--- src/hw/tecp_pkg.sv ---
// Behaviour
// - undivided external input sampled at Q2, Q4
// - timer prescaler divides input, symmetrical output
// - increment lands 3 to 7 Tosc later
// - one divider, timer or watchdog owner
// - owner and rate from option bits 3:0
// - timer write clears divider when timer-owned
// - watchdog clear clears divider when watchdog-owned
// - divider count has no software access
// - owner may change at any time
// - timer write inhibits counting two cycles
// - edge select zero rising, one falling
// - owner bit one watchdog, zero timer
// - rate codes double timer and watchdog ratio
// - rollover FF to 00 sets overflow flag
`default_nettype none

package tecp_pkg;

   localparam int ADDR_W = 2;
   localparam int DATA_W = 8;

   // register offsets
   localparam logic [ADDR_W-1:0] OFS_OPTION = 2'h0;
   localparam logic [ADDR_W-1:0] OFS_TIMER  = 2'h1;
   localparam logic [ADDR_W-1:0] OFS_STATUS = 2'h2;

   // option field positions
   localparam int RATE_LSB   = 0;
   localparam int RATE_W     = 3;
   localparam int OWNER_BIT  = 3;
   localparam int EDGE_BIT   = 4;
   localparam int SOURCE_BIT = 5;
   // status field positions
   localparam int OVF_BIT    = 0;

   // reset values and timer maximum
   localparam logic [DATA_W-1:0] OPTION_RST = 8'hff;
   localparam logic [DATA_W-1:0] TIMER_RST  = 8'h00;
   localparam logic              OVF_RST    = 1'b0;
   localparam logic [DATA_W-1:0] TIMER_MAX  = 8'hff;

   // timing
   localparam int CLK_PERIOD_NS = 40;
   localparam int TOSC_NS       = 40;
   localparam int TOSC_CLKS     = (TOSC_NS + CLK_PERIOD_NS - 1) / CLK_PERIOD_NS;
   localparam int PHASES        = 4;
   localparam int TCY_CLKS      = PHASES * TOSC_CLKS;
   localparam int INHIBIT_TCY   = 2;
   localparam int INHIBIT_CLKS  = INHIBIT_TCY * TCY_CLKS;
   localparam int INC_MIN_TOSC  = 3;
   localparam int INC_MAX_TOSC  = 7;
   localparam int INC_PIPE      = INC_MIN_TOSC * TOSC_CLKS - 1;

   // phase indices of the four-phase cycle
   localparam logic [1:0] PH_Q2 = 2'h1;
   localparam logic [1:0] PH_Q4 = 2'h3;

   localparam int DIV_W = 8;

   typedef struct packed {
      logic [1:0]        spare;
      logic              source;
      logic              edgeFall;
      logic              owner;
      logic [RATE_W-1:0] rate;
   } tecp_option_t;

   typedef struct packed {
      logic              wr;
      logic              rd;
      logic [ADDR_W-1:0] addr;
      logic [DATA_W-1:0] wdata;
   } tecp_bus_req_t;

endpackage : tecp_pkg

`default_nettype wire

--- src/hw/tecp_timer.sv ---
// Local design decisions: the address map and the strobed register port.
`default_nettype none

module tecp_timer (
   input  wire logic                        clk,
   input  wire logic                        rst,
   input  wire logic [tecp_pkg::ADDR_W-1:0] addr,
   input  wire logic [tecp_pkg::DATA_W-1:0] wdata,
   input  wire logic                        wr,
   input  wire logic                        rd,
   output logic      [tecp_pkg::DATA_W-1:0] rdata,
   input  wire logic                        countInputPin,
   input  wire logic                        watchdogTick,
   input  wire logic                        watchdogClearInstruction,
   output logic                             watchdogPostTick,
   output logic                             timerOverflowFlag,
   output logic      [tecp_pkg::DATA_W-1:0] timerCount
);
   import tecp_pkg::*;

   tecp_bus_req_t req;
   tecp_option_t  option;
   logic [1:0]    phase;
   logic [3:0]    inhibitCnt;
   logic          inhibit;
   logic          timerWrite;
   logic          statusWrite;
   logic          srcLevel;
   logic          divSrc;
   logic [2:0]    divTap;
   logic          divBypass;
   logic          divClear;
   logic          divOut;
   logic          timerClkLevel;
   logic          sampFirst;
   logic          sampSecond;
   logic          sampPrev;
   logic          syncEdge;
   logic [INC_PIPE-1:0] incPipe;
   logic          incNow;
   logic          rollover;

   assign req.wr    = wr;
   assign req.rd    = rd;
   assign req.addr  = addr;
   assign req.wdata = wdata;

   assign timerWrite  = req.wr && (req.addr == OFS_TIMER);
   assign statusWrite = req.wr && (req.addr == OFS_STATUS);

   // option register, software-visible configuration
   always_ff @(posedge clk) begin
      if (rst) begin
         option <= tecp_option_t'(OPTION_RST);
      end else if (req.wr && req.addr == OFS_OPTION) begin
         // owner and rate in low four bits
         option <= tecp_option_t'(req.wdata);
      end
   end

   // four-phase oscillator sequencer
   always_ff @(posedge clk) begin
      if (rst) begin
         phase <= 2'h0;
      end else begin
         phase <= phase + 2'h1;
      end
   end

   always_ff @(posedge clk) begin
      if (rst) begin
         inhibitCnt <= 4'h0;
      end else if (timerWrite) begin
         inhibitCnt <= 4'(INHIBIT_CLKS);
      end else if (inhibitCnt != 4'h0) begin
         inhibitCnt <= inhibitCnt - 4'h1;
      end
   end

   assign inhibit = (inhibitCnt != 4'h0);

   always_comb begin
      if (option.source) begin
         srcLevel = countInputPin ^ option.edgeFall;
      end else begin
         srcLevel = phase[1];
      end
   end

   always_comb begin
      if (option.owner) begin
         divSrc    = watchdogTick;
         divTap    = option.rate - 3'h1;
         divBypass = (option.rate == 3'h0);
         divClear  = watchdogClearInstruction;
      end else begin
         divSrc    = srcLevel;
         divTap    = option.rate;
         divBypass = 1'b0;
         divClear  = timerWrite || inhibit;
      end
   end

   tecp_ripple_div u_div (
      .clk      (clk),
      .rst      (rst),
      .clear    (divClear),
      .srcLevel (divSrc),
      .tap      (divTap),
      .bypass   (divBypass),
      .divOut   (divOut)
   );

   always_comb begin
      if (option.owner) begin
         timerClkLevel = srcLevel;
      end else begin
         timerClkLevel = divOut;
      end
   end

   // sample on Q2 and Q4
   // reset high: falling-edge select idles high, so no false edge after reset
   always_ff @(posedge clk) begin
      if (rst) begin
         sampFirst <= 1'b1;
      end else if (phase == PH_Q2 || phase == PH_Q4) begin
         sampFirst <= timerClkLevel;
      end
   end

   always_ff @(posedge clk) begin
      if (rst) begin
         sampSecond <= 1'b1;
         sampPrev   <= 1'b1;
      end else begin
         sampSecond <= sampFirst;
         sampPrev   <= sampSecond;
      end
   end

   assign syncEdge = sampSecond && !sampPrev;

   always_ff @(posedge clk) begin
      if (rst) begin
         incPipe <= '0;
      end else begin
         incPipe <= {incPipe[INC_PIPE-2:0], syncEdge};
      end
   end

   assign incNow   = incPipe[INC_PIPE-1] && !inhibit && !timerWrite;
   assign rollover = incNow && (timerCount == TIMER_MAX);

   // timer count register
   always_ff @(posedge clk) begin
      if (rst) begin
         timerCount <= TIMER_RST;
      end else if (timerWrite) begin
         timerCount <= req.wdata;
      end else if (incNow) begin
         timerCount <= timerCount + 8'h01;
      end
   end

   always_ff @(posedge clk) begin
      if (rst) begin
         timerOverflowFlag <= OVF_RST;
      end else if (rollover) begin
         timerOverflowFlag <= 1'b1;
      end else if (statusWrite) begin
         timerOverflowFlag <= req.wdata[OVF_BIT];
      end
   end

   always_ff @(posedge clk) begin
      if (rst) begin
         watchdogPostTick <= 1'b0;
      end else begin
         watchdogPostTick <= option.owner ? divOut : watchdogTick;
      end
   end

   // read data, one cycle after strobe
   always_ff @(posedge clk) begin
      if (rst) begin
         rdata <= '0;
      end else if (req.rd) begin
         case (req.addr)
            OFS_OPTION: rdata <= option;
            OFS_TIMER:  rdata <= timerCount;
            OFS_STATUS: rdata <= {7'h00, timerOverflowFlag};
            default:    rdata <= '0;
         endcase
      end else begin
         rdata <= '0;
      end
   end

endmodule // tecp_timer

`default_nettype wire

--- src/hw/tecp_ripple_div.sv ---
`default_nettype none

module tecp_ripple_div (
   input  wire logic                   clk,
   input  wire logic                   rst,
   input  wire logic                   clear,
   input  wire logic                   srcLevel,
   input  wire logic [2:0]             tap,
   input  wire logic                   bypass,
   output logic                        divOut
);
   import tecp_pkg::*;

   logic             prevSrc;
   logic [DIV_W-1:0] count;

   always_ff @(posedge clk) begin
      if (rst) begin
         prevSrc <= 1'b0;
      end else begin
         prevSrc <= srcLevel;
      end
   end

   always_ff @(posedge clk) begin
      if (rst || clear) begin
         count <= '0;
      end else if (srcLevel && !prevSrc) begin
         count <= count + 8'h01;
      end
   end

   assign divOut = bypass ? srcLevel : count[tap];

endmodule // tecp_ripple_div

`default_nettype wire

--- config.mk ---
export PLATFORM = sky130hd
export DESIGN_NAME = tecp_timer
export DESIGN_NICKNAME = d
export VERILOG_FILES = /design/src/hw/tecp_pkg.sv /design/src/hw/tecp_timer.sv /design/src/hw/tecp_ripple_div.sv
export SDC_FILE = /design/constraint.sdc
export NUM_CORES = 1
export LEC_CHECK = 0
export ABC_AREA = 1
export BUFFER_PORTS_ARGS = -buffer_cell sky130_fd_sc_hd__buf_4
export CELL_PAD_IN_SITES_DETAIL_PLACEMENT = 1
export CELL_PAD_IN_SITES_GLOBAL_PLACEMENT = 1
export CORE_MARGIN = 2
export CORE_UTILIZATION = 30
export DETAILED_ROUTE_END_ITERATION = 16
export PLACE_DENSITY_LB_ADDON = 0.08
export SLEW_MARGIN = 10
export SYNTH_ARGS = -nofsm -noshare
export SYNTH_HDL_FRONTEND = slang
export SYNTH_HIERARCHICAL = 1
export SYNTH_SLANG_ARGS = --single-unit
--- constraint.sdc ---
create_clock -name clk -period 1.7 [get_ports clk]
set_input_delay 0.085 -clock clk [delete_from_list [all_inputs] [get_ports clk]]
set_output_delay 0.085 -clock clk [all_outputs]
set_load 0.1 [all_outputs]
==> flow_metrics.env, run 1 <==
export IMPL_run_status="completed"
export IMPL_p_sw_share_pct=34.0
export IMPL_post_syn_area_per_cell_um2=7.01
export IMPL_required_ps=1950
export IMPL_synthDominantCellAreaShare_pct=39.5
export IMPL_die_y_um=92.1
export IMPL_end_kind="register"
export IMPL_crit_chain="inv_2 -> ha_4 -> o21ai_2 -> buf_4 -> nand3_1 -> nand3_1 -> nand3_1 -> nand2_1 -> nor2_1 -> nor2_1 -> nand2_1 -> nand2_1"
export IMPL_via_count=2231
export IMPL_net_count_after_synthesis=357
export IMPL_setup_violations_final=0
export IMPL_crit_path_start_kind="register"
export IMPL_rsz0062_at_grt="false"
export IMPL_seq_area_um2=932
export IMPL_start_util_pct=30.6
export IMPL_globalplace_congestion=0.809
export IMPL_synth_area_leaders="sky130_fd_sc_hd__dfxtp_1, sky130_fd_sc_hd__nand2_1, sky130_fd_sc_hd__inv_1, sky130_fd_sc_hd__nand3_1, sky130_fd_sc_hd__a21oi_1"
export IMPL_power_density_nw_per_um2=882
export IMPL_worst_path_largest_cell_delay_ps=350
export IMPL_core_area_um2=7610
export IMPL_share_clk_of_total_power_pct=26.2
export IMPL_pwr_share_seq_pct=46.6
export IMPL_area_fraction_in_and_or_nand_and_nor_cells_after_synthesis_pct=34.4
export IMPL_max_cap_violations=0
export IMPL_report_final_hold_viol_count=0
export IMPL_synth_area_leader_cell="sky130_fd_sc_hd__dfxtp_1"
export IMPL_dr_first_iter_drc_count=36
export IMPL_final_max_slew_violation_count=0
export IMPL_critical_path_buf_inv_count=2
export IMPL_cts_root_buf="sky130_fd_sc_hd__clkbuf_8"
export IMPL_area_growth_synth_to_final_pct=27.3
export IMPL_internal_power_mw=1.72
export IMPL_cell_with_the_most_instances_after_synthesis="sky130_fd_sc_hd__nand2_1"
export IMPL_post_synthesis_compound_gate_area_fraction_pct=11.2
export IMPL_drt_antenna_violating_nets=0
export IMPL_final_fill_count=996
export IMPL_design_final_nets=411
export IMPL_drt_pre_antenna_iters=4
export IMPL_tritoncts="built"
export IMPL_combinationalPowerShare_pct=27.2
export IMPL_worst_skew_pair_late_latency_ps=300
export IMPL_relSlewSlack_pct=78.7
export IMPL_crit_type="reg2reg"
export IMPL_netlist_area_um2=2330
export IMPL_layout_drive_gt1_share_pct=24.0
export IMPL_fp_row_count=32
export IMPL_post_synth_most_frequent_cells="sky130_fd_sc_hd__nand2_1, sky130_fd_sc_hd__dfxtp_1, sky130_fd_sc_hd__inv_1, sky130_fd_sc_hd__nor2_1, sky130_fd_sc_hd__nand3_1"
export IMPL_grt_first_pass_wirelength_um=10600
export IMPL_die_area_um2=8480
export IMPL_cp_top_family="simple AND/OR/NAND/NOR gates"
export IMPL_cts_path_max_buffers=2
export IMPL_htree_num_levels=2
export IMPL_number_of_clock_buffers_inserted_by_tritoncts=5
export IMPL_clock_input_transition_at_the_sequential_cells_of_the_worst_setup_and_hold_paths_ps=90
export IMPL_fmax_mhz=637
export IMPL_timing_critical_path_fanout_max=3
export IMPL_syn_instance_count=332
export IMPL_vdd_ir_drop_worst_uv=353
export IMPL_pre_cts_ws_ps=-31.7
export IMPL_synth_enable_flop_cells=0
export IMPL_proportion_of_synthesized_chip_area_in_sequential_cells_pct=39.5
export IMPL_total_power_mw=2.61
export IMPL_synth_seq_cells=46
export IMPL_final_setup_skew_ps=7.33
export IMPL_n_antenna_cell=0
export IMPL_port_buffers=34
export IMPL_share_of_synthesized_area_spent_on_multiplexers_pct=0
export IMPL_postLayoutSetupSlackWorst_ps=131
export IMPL_die_x_um=92.1
export IMPL_synth_top_family_by_area="simple AND/OR/NAND/NOR gates"
export IMPL_cts_setup_buffers=0
export IMPL_worstMarginPinSlew_ps=318
export IMPL_synthesis_yosys_warnings=6
export IMPL_grt_antenna_before_repair=0
export IMPL_timing_hold_worst_class="in2reg"
export IMPL_ys_async_sr_fraction_pct=0
export IMPL_synth_xor_area_share_pct=1.88
export IMPL_ys_dominant_reg_cell="sky130_fd_sc_hd__dfxtp_1"
export IMPL_drt_vias_per_instance=4.56
export IMPL_grt_pass1_vias=2212
export IMPL_maximum_number_of_pins_on_one_net_before_global_route_repair=19
export IMPL_drt_total_wl_um=6480
export IMPL_clkSinkCount=46
export IMPL_detailed_place_hpwl_um=5020
export IMPL_critPathArrivalTime_ps=1820
export IMPL_cellLeakagePower_nw=1.32
export IMPL_total_switching_power_mw=0.889
export IMPL_post_route_period_util_pct=92.3
export IMPL_globalRouteTotalUtil_pct=16.0
export IMPL_yosys_area_share_adder_pct=4.30
export IMPL_wl_per_cell_um=13.3
export IMPL_final_min_clock_period_ps=1570
export IMPL_critical_path_slowest_cell="sky130_fd_sc_hd__dfxtp_1"
export IMPL_floorplan_io_pins=35
export IMPL_route_detailed_drc=0
export IMPL_gr_total_overflow=0
export IMPL_multi_input_comb_area_um2=1240
export IMPL_synth_lib_cells_used_distinct=31
[cells by family (layout without fill, tap and decap cells)]
logic type / count (synthesis) / count (layout)
flip-flops: 46 / 46
AO/OA/AOI/OAI: 43 / 43
adder cells (fa/ha/maj): 8 / 8
AND/OR/NAND/NOR: 179 / 179
buffers and inverters: 51 / 106
XOR/XNOR: 5 / 5
[state kept, by name, summed over array words and instances (netlist names)]
name,flops
timerCount,8
watchdogPostTick,1
rdata,8
option,8
sampFirst,1
timerOverflowFlag,1
sampSecond,1
u_div/prevSrc,1
phase,2
u_div/count,8
sampPrev,1
incPipe,2
inhibitCnt,4
[stage by stage]
stage,hold WS (ps),std cells,area (µm²),util (%),TNS (ps)
finish,20.6,489,2960,39.0,0
floorplan,140,332,2330,-,0
global placement,306,475,2780,36.5,0
detailed placement,306,475,2780,36.5,-31.7
CTS,7.94,488,2920,38.4,0
global route,14.3,489,2960,39.0,0
[power by group through the flow]
stage | Clock, mW | Combinational [mW] | Sequential (mW)
4_1_cts | 0.713 | 0.721 | 1.22
2_1_floorplan | 0 | 0.355 | 1.33
3_3_place_gp | 0 | 0.693 | 1.24
6_report | 0.684 | 0.711 | 1.22
5_1_grt | 0.755 | 0.796 | 1.23
3_5_place_dp | 0 | 0.705 | 1.24
[cells in the final DEF, fill, tap and decap left out, types with 2 or more instances in the layout]
cell type                       synthesis  layout
sky130_fd_sc_hd__nand2_1              104     104
sky130_fd_sc_hd__o211ai_2               3       3
sky130_fd_sc_hd__xnor2_1                2       2
sky130_fd_sc_hd__xor2_1                 3       2
sky130_fd_sc_hd__inv_1                 39      37
sky130_fd_sc_hd__dlygate4sd3_1          0       6
sky130_fd_sc_hd__o21ai_0                7       5
sky130_fd_sc_hd__inv_2                  7       9
sky130_fd_sc_hd__ha_1                   8       7
sky130_fd_sc_hd__nor2_4                 5       5
sky130_fd_sc_hd__nand4_1                2       2
sky130_fd_sc_hd__o21bai_1               2       2
sky130_fd_sc_hd__nand3_1               26      26
sky130_fd_sc_hd__a21oi_1               22      22
sky130_fd_sc_hd__a21oi_2                2       2
sky130_fd_sc_hd__nand2_2                2       2
sky130_fd_sc_hd__nand2_4                2       2
sky130_fd_sc_hd__o21ai_1                3       4
sky130_fd_sc_hd__dfxtp_2                0       6
sky130_fd_sc_hd__nor2_1                29      29
sky130_fd_sc_hd__buf_4                  1      46
sky130_fd_sc_hd__dfxtp_1               46      39
sky130_fd_sc_hd__nor2_2                 3       3
sky130_fd_sc_hd__nor3_1                 3       3
sky130_fd_sc_hd__clkbuf_8               0       5
[what timing repair did]
action / 4_1_cts / 5_1_grt
hold endpoints to repair: 5 / 1
endpoints found under the setup margin: 2 / 7
hold buffers: 5 / 1
cloned: 0 / 0
resized for setup: 2 / 9
[metal layers]
| layer | share of wire [%] | vias up | global-route usage, % |
|---|---|---|---|
| li1 | - | 1149 | - |
| met2 | 50 | 32 | 29.3 |
| met1 | 46 | 1043 | 18.9 |
| met4 | 1.3 | 0 | 4.85 |
| met5 | 0 | - | 0 |
| met3 | 2.5 | 7 | 2.79 |
[path summary, 6_finish.rpt]
check,startpoint,end,slack [ps],cells past startpoint
worst min-delay path,wdata[6],option[6],20,3
worst max register to register,option[0],sampFirst,130,12
worst min register to register,sampPrev,incPipe[0],400,1
worst max-delay path,option[0],sampFirst,130,12
[tightest hold or removal path, delay by kind of cell]
kind | cells | cell delay, ps
buf+inv | 1 | 100
simple gates | 2 | 110
[layout make-up]
type | instances | share of cell area [%]
well taps | 102 | 4.31
clock inverters | 2 | 0.464
multi-input cells | 235 | 41.8
inverters | 46 | 5.83
repair buffers | 52 | 13.7
clock buffers | 6 | 2.45
flip-flops and latches | 46 | 31.4
Power figures use the tool's default switching activity.
==> run 2: changes to the inputs <==
--- a/config.mk
+++ b/config.mk
@@ -11,6 +11,7 @@
 export CELL_PAD_IN_SITES_GLOBAL_PLACEMENT = 1
 export CORE_MARGIN = 2
 export CORE_UTILIZATION = 30
+export CTS_BUF_LIST = sky130_fd_sc_hd__clkbuf_16
 export DETAILED_ROUTE_END_ITERATION = 16
 export PLACE_DENSITY_LB_ADDON = 0.08
 export SLEW_MARGIN = 10
==> constraint.sdc (replaced) <==
create_clock -name clk -period 1.7 [get_ports clk]
set_input_delay 0.425 -clock clk [delete_from_list [all_inputs] [get_ports clk]]
set_output_delay 0.425 -clock clk [all_outputs]
set_load 0.1 [all_outputs]
==> run 2 against run 1 <==
- flip-flop and latch count unchanged
- register-to-register slack gained 20 ps
- die area stayed put
- total power is 8.6% higher
- critical path depth unchanged
- combinational power decreased by 2%
- global-route usage shrank 0.45 points
- maximum frequency increased by 1.3%
- worst hold slack improved by 340 ps
- routed wire length decreased by 3.9%
- largest cell class unchanged
==> flow_metrics.env, run 2 (synthesis results as in run 1) <==
export IMPL_run_status="completed"
export IMPL_finish_cell_count_without_fillers=482
export IMPL_gr_total_overflow=0
export IMPL_clkSinkCount=46
export IMPL_core_area_um2=7610
export IMPL_layout_common_cells="sky130_fd_sc_hd__nand2_1, sky130_fd_sc_hd__buf_4, sky130_fd_sc_hd__inv_1, sky130_fd_sc_hd__dfxtp_1, sky130_fd_sc_hd__nor2_1"
export IMPL_placed_cells_incl_taps=475
export IMPL_fmax_mhz=646
export IMPL_reg_to_reg_endpoint="sampFirst"
export IMPL_critPathArrivalTime_ps=1780
export IMPL_detailed_place_hpwl_um=4940
export IMPL_crit_path_start_kind="register"
export IMPL_hold_start="wdata[5]"
export IMPL_post_route_period_util_pct=91.1
export IMPL_cts_setup_buffers=0
export IMPL_grt_antenna_before_repair=0
export IMPL_fp_row_count=32
export IMPL_die_area_um2=8480
export IMPL_cts_path_max_buffers=2
export IMPL_detailed_place_area_um2=2780
export IMPL_seq_area_um2=930
export IMPL_worst_skew_pair_late_latency_ps=280
export IMPL_timing_hold_worst_class="in2reg"
export IMPL_relSlewSlack_pct=79.8
export IMPL_final_min_clock_period_ps=1550
export IMPL_die_x_um=92.1
export IMPL_internal_power_mw=1.95
export IMPL_report_final_hold_viol_count=0
export IMPL_cellLeakagePower_nw=1.32
export IMPL_maximum_number_of_pins_on_one_net_before_global_route_repair=19
export IMPL_timing_reg2reg_worst_path_depth=12
export IMPL_drt_pre_antenna_iters=4
export IMPL_grt_pass1_vias=2120
export IMPL_power_density_nw_per_um2=967
export IMPL_globalplace_congestion=0.758
export IMPL_total_switching_power_mw=0.885
export IMPL_final_fill_count=996
export IMPL_drt_total_wl_um=6230
export IMPL_layout_drive_gt1_share_pct=23.9
export IMPL_end_kind="register"
export IMPL_utilization_pct=38.6
export IMPL_total_power_mw=2.84
export IMPL_final_setup_skew_ps=4.95
export IMPL_port_buffers=34
export IMPL_final_max_slew_violation_count=0
export IMPL_multi_input_comb_area_um2=1220
export IMPL_pre_cts_ws_ps=5.44
export IMPL_flop2flop_setup_slack_ps=150
export IMPL_worstMarginPinSlew_ps=301
export IMPL_via_count=2141
export IMPL_share_clk_of_total_power_pct=32.6
export IMPL_grt_first_pass_wirelength_um=10400
export IMPL_wl_per_cell_um=12.9
export IMPL_route_detailed_drc=0
export IMPL_drt_vias_per_instance=4.44
export IMPL_start_util_pct=30.6
export IMPL_tritoncts="built"
export IMPL_globalRouteTotalUtil_pct=15.5
export IMPL_crit_start="option[0]"
export IMPL_p_sw_share_pct=31.2
export IMPL_area_growth_synth_to_final_pct=26.0
export IMPL_design_final_nets=405
export IMPL_most_common_library_cell_in_the_layout_ignoring_fill_and_taps="sky130_fd_sc_hd__nand2_1"
export IMPL_drt_antenna_violating_nets=0
export IMPL_final_hold_worst_slack_ps=357
export IMPL_rsz0062_at_grt="false"
export IMPL_required_ps=1930
export IMPL_pwr_share_seq_pct=42.8
export IMPL_dr_first_iter_drc_count=25
export IMPL_number_of_clock_buffers_inserted_by_tritoncts=5
export IMPL_timing_critical_path_fanout_max=3
export IMPL_crit_type="reg2reg"
export IMPL_clock_input_transition_at_the_sequential_cells_of_the_worst_setup_and_hold_paths_ps=60
export IMPL_postLayoutSetupSlackWorst_ps=152
export IMPL_vdd_ir_drop_worst_uv=388
export IMPL_setup_worst_path_end="sampFirst"
export IMPL_floorplan_io_pins=35
export IMPL_cts_root_buf="sky130_fd_sc_hd__clkbuf_16"
export IMPL_htree_num_levels=2
export IMPL_max_cap_violations=0
export IMPL_n_antenna_cell=0
export IMPL_setup_violations_final=0
export IMPL_timing_rr_start="option[0]"
export IMPL_design_area_final_um2=2930
export IMPL_combinationalPowerShare_pct=24.5
export IMPL_finalSetupTns_ps=0
export IMPL_die_y_um=92.1
-- run 2: cell count changes in the layout (fill, tap and decap cells not counted), sizes merged --
cell	change
dlygate4sd3	-6
clkbuf	-1
-- run 2: layer usage --
layer / share of wire (%) / vias up / track usage (%)
met5: 0 / - / 0
met4: 0.79 / 0 / 3.73
met3: 2.1 / 4 / 2.71
met2: 50 / 21 / 27.6
met1: 48 / 979 / 19.4
li1: - / 1137 / -
-- run 2: worst min path at each step --
stage	endpoint	slack, ps	depth (start not counted)
floorplan	incPipe[0]	370	1
global placement	incPipe[0]	380	1
detailed placement	incPipe[0]	390	1
CTS	option[5]	350	3
global route	option[2]	370	3
finish	option[5]	360	3
-- run 2: timing repair --
item / 4_1_cts / 5_1_grt
gates resized for setup: 0 / 8
endpoints found under the setup margin: 0 / 7
hold buffers: 0 / 0
-- run 2: power by group through the flow --
| stage | logic (mW) | clock network (mW) | registers (mW) |
|---|---|---|---|
| CTS | 0.701 | 0.961 | 1.22 |
| detailed placement | 0.697 | 0 | 1.24 |
| global route | 0.772 | 1.01 | 1.23 |
| floorplan | 0.355 | 0 | 1.33 |
| global placement | 0.685 | 0 | 1.24 |
| finish | 0.696 | 0.927 | 1.22 |
-- run 2: critical path, cell delays in order (launching register included) --
cell and delay (ps):
sky130_fd_sc_hd__dfxtp_1 330, sky130_fd_sc_hd__inv_1 80, sky130_fd_sc_hd__ha_1 310, sky130_fd_sc_hd__o21ai_2 150, sky130_fd_sc_hd__buf_4 120, sky130_fd_sc_hd__nand3_1 70
sky130_fd_sc_hd__nand3_1 90, sky130_fd_sc_hd__nand3_1 70, sky130_fd_sc_hd__nand2_1 80, sky130_fd_sc_hd__nor2_1 40, sky130_fd_sc_hd__nor2_1 80, sky130_fd_sc_hd__nand2_1 50
sky130_fd_sc_hd__nand2_1 40
-- run 2: layout make-up --
class                      instances  share of cell area [%]
inverter                          46                    5.88
multi-input combinational        235                    41.7
clock buffer                       5                    4.26
timing repair buffer              46                    11.8
sequential                        46                    31.7
tap                              102                    4.35
clock inverter                     2                   0.341
==> run 3: changes to the inputs <==
--- a/config.mk
+++ b/config.mk
@@ -10,11 +10,11 @@
 export CELL_PAD_IN_SITES_DETAIL_PLACEMENT = 1
 export CELL_PAD_IN_SITES_GLOBAL_PLACEMENT = 1
 export CORE_MARGIN = 2
-export CORE_UTILIZATION = 30
+export CORE_UTILIZATION = 36
 export CTS_BUF_LIST = sky130_fd_sc_hd__clkbuf_16
 export DETAILED_ROUTE_END_ITERATION = 16
 export PLACE_DENSITY_LB_ADDON = 0.08
-export SLEW_MARGIN = 10
+export SLEW_MARGIN = 15
 export SYNTH_ARGS = -nofsm -noshare
 export SYNTH_HDL_FRONTEND = slang
 export SYNTH_HIERARCHICAL = 1
==> run 3 against run 2 <==
- cell area stayed put
- setup slack worse by 25 ps
- register-to-register slack worse by 20 ps
==> flow_metrics.env, run 3 (synthesis results as in run 1) <==
export IMPL_run_status="completed"
export IMPL_design_area_final_um2=2930
export IMPL_most_common_cell_on_crit_path="sky130_fd_sc_hd__nand2_1"
export IMPL_p_sw_share_pct=31.9
export IMPL_route_layer_met1_wl_um=2950
export IMPL_clkSinkCount=46
export IMPL_finish_cell_count_without_fillers=459
export IMPL_hold_start="wdata[4]"
export IMPL_crit_path_start_kind="register"
export IMPL_fp_row_count=29
export IMPL_gr_total_overflow=0
export IMPL_tritoncts="built"
export IMPL_most_common_library_cell_in_the_layout_ignoring_fill_and_taps="sky130_fd_sc_hd__nand2_1"
export IMPL_timing_rr_start="option[0]"
export IMPL_cts_root_buf="sky130_fd_sc_hd__clkbuf_16"
export IMPL_utilization_pct=46.5
export IMPL_globalRouteTotalUtil_pct=18.8
export IMPL_internal_power_mw=1.97
export IMPL_end_kind="register"
export IMPL_detailed_place_hpwl_um=4920
export IMPL_final_min_clock_period_ps=1570
export IMPL_start_util_pct=36.9
export IMPL_core_area_um2=6310
export IMPL_crit_type="reg2reg"
export IMPL_share_clk_of_total_power_pct=33.1
export IMPL_number_of_clock_buffers_inserted_by_tritoncts=5
export IMPL_total_switching_power_mw=0.922
export IMPL_dr_wl_met2_um=3240
export IMPL_critPathArrivalTime_ps=1750
export IMPL_combinationalPowerShare_pct=24.7
export IMPL_cts_hold_buffers_added=0
export IMPL_crit_chain="inv_2 -> ha_4 -> o21ai_2 -> inv_1 -> nand3_1 -> nand3_1 -> nand3_2 -> nand2_1 -> nor2_1 -> nor2_1 -> nand2_1 -> nand2_1"
export IMPL_globalplace_congestion=0.769
export IMPL_flop2flop_setup_slack_ps=130
export IMPL_relSlewSlack_pct=79.3
export IMPL_power_density_nw_per_um2=985
export IMPL_setup_violations_final=0
export IMPL_drt_pre_antenna_iters=4
export IMPL_max_cap_violations=0
export IMPL_timing_reg2reg_worst_path_depth=12
export IMPL_final_max_slew_violation_count=0
export IMPL_post_cts_resized=1
export IMPL_clock_input_transition_at_the_sequential_cells_of_the_worst_setup_and_hold_paths_ps=70
export IMPL_design_final_nets=406
export IMPL_pwr_share_seq_pct=42.2
export IMPL_timing_critical_path_fanout_max=3
export IMPL_min_path_cells=3
export IMPL_floorplan_io_pins=35
export IMPL_required_ps=1880
export IMPL_htree_num_levels=2
export IMPL_finalSetupTns_ps=0
export IMPL_dr_first_iter_drc_count=36
export IMPL_drt_total_wl_um=6440
export IMPL_die_x_um=84.4
export IMPL_grt_pass1_vias=2276
export IMPL_fmax_mhz=636
export IMPL_cts_path_max_buffers=2
export IMPL_detailed_place_area_um2=2750
export IMPL_cp_top_family="simple AND/OR/NAND/NOR gates"
export IMPL_via_count=2239
export IMPL_wl_per_cell_um=14.0
export IMPL_route_detailed_drc=0
export IMPL_critical_path_buf_inv_count=2
export IMPL_worstMarginPinSlew_ps=310
export IMPL_critical_path_slowest_cell="sky130_fd_sc_hd__dfxtp_2"
export IMPL_layout_drive_gt1_share_pct=25.4
export IMPL_port_buffers=34
export IMPL_drt_antenna_violating_nets=0
export IMPL_die_area_um2=7130
export IMPL_min_delay_worst_endpoint="option[4]"
export IMPL_post_route_period_util_pct=92.5
export IMPL_cellLeakagePower_nw=1.32
export IMPL_drt_vias_per_instance=4.88
export IMPL_cts_setup_buffers=0
export IMPL_worst_path_largest_cell_delay_ps=330
export IMPL_timing_hold_worst_class="in2reg"
export IMPL_route_top_layer_used="met4"
export IMPL_grt_antenna_before_repair=0
export IMPL_postLayoutSetupSlackWorst_ps=127
export IMPL_maximum_number_of_pins_on_one_net_before_global_route_repair=19
export IMPL_final_setup_skew_ps=5.20
export IMPL_vdd_ir_drop_worst_uv=550
export IMPL_rsz0062_at_grt="true"
export IMPL_grt_first_pass_wirelength_um=10800
export IMPL_placed_cells_incl_taps=451
export IMPL_layout_common_cells="sky130_fd_sc_hd__nand2_1, sky130_fd_sc_hd__buf_4, sky130_fd_sc_hd__inv_1, sky130_fd_sc_hd__dfxtp_1, sky130_fd_sc_hd__nor2_1"
export IMPL_report_final_hold_viol_count=0
export IMPL_worst_skew_pair_late_latency_ps=280
export IMPL_n_antenna_cell=0
export IMPL_area_growth_synth_to_final_pct=26.0
export IMPL_pre_cts_ws_ps=-17.2
export IMPL_wl_met3_um=148
export IMPL_reg_to_reg_endpoint="sampFirst"
export IMPL_die_y_um=84.4
[run 3: cell types whose count changed in the layout (fill, tap and decap cells not counted), moves of 2 or more]
cell                      change
sky130_fd_sc_hd__dfxtp_2      +2
sky130_fd_sc_hd__inv_2        +2
sky130_fd_sc_hd__inv_1        -2
sky130_fd_sc_hd__dfxtp_1      -2
[run 3: worst register-to-register path, stage by stage (launching register included)]
cell	delay [ps]
sky130_fd_sc_hd__dfxtp_2	330
sky130_fd_sc_hd__inv_2	110
sky130_fd_sc_hd__ha_4	220
sky130_fd_sc_hd__o21ai_2	150
sky130_fd_sc_hd__inv_1	70
sky130_fd_sc_hd__nand3_1	80
sky130_fd_sc_hd__nand3_1	100
sky130_fd_sc_hd__nand3_2	90
sky130_fd_sc_hd__nand2_1	60
sky130_fd_sc_hd__nor2_1	90
sky130_fd_sc_hd__nor2_1	50
sky130_fd_sc_hd__nand2_1	80
sky130_fd_sc_hd__nand2_1	50
[run 3: layout make-up]
cell class / instances / area, µm²
Clock buffer: 5 / 125
Clock inverter: 3 / 16.3
Fill cell: 801 / 3380
Inverter: 46 / 173
Multi-Input combinational cell: 235 / 1240
Sequential cell: 46 / 932
Tap cell: 77 / 96.3
Timing Repair Buffer: 47 / 353
[run 3: worst max-delay path by stage]
stage	slack (ps)	startpoint	to	cells after the start
finish	130	option[0]	sampFirst	12
global placement	50	countInputPin	u_div/count[5]	12
global route	-50	option[0]	sampFirst	13
CTS	10	option[1]	sampFirst	12
floorplan	20	timerCount[5]	timerOverflowFlag	6
detailed placement	-20	countInputPin	u_div/count[5]	12
[run 3: routing by layer]
layer,GRT usage [%],vias up
met4,6.06,0
met1,23.1,1065
met2,33.5,23
li1,-,1141
met5,0,-
met3,3.24,10
[run 3: power groups by stage]
| stage | Sequential (mW) | Combinational, mW | Clock [mW] |
|---|---|---|---|
| floorplan | 1.33 | 0.355 | 0 |
| detailed placement | 1.24 | 0.703 | 0 |
| global route | 1.23 | 0.811 | 1.02 |
| finish | 1.22 | 0.714 | 0.958 |
| global placement | 1.24 | 0.682 | 0 |
| CTS | 1.22 | 0.712 | 0.991 |
[run 3: per-stage QoR]
step	total power [mW]	hold WS, ps
final	2.89	352
after detailed placement	1.95	388
after global placement	1.92	379
after floorplan	1.69	374
after CTS	2.92	350
after global routing	3.06	360
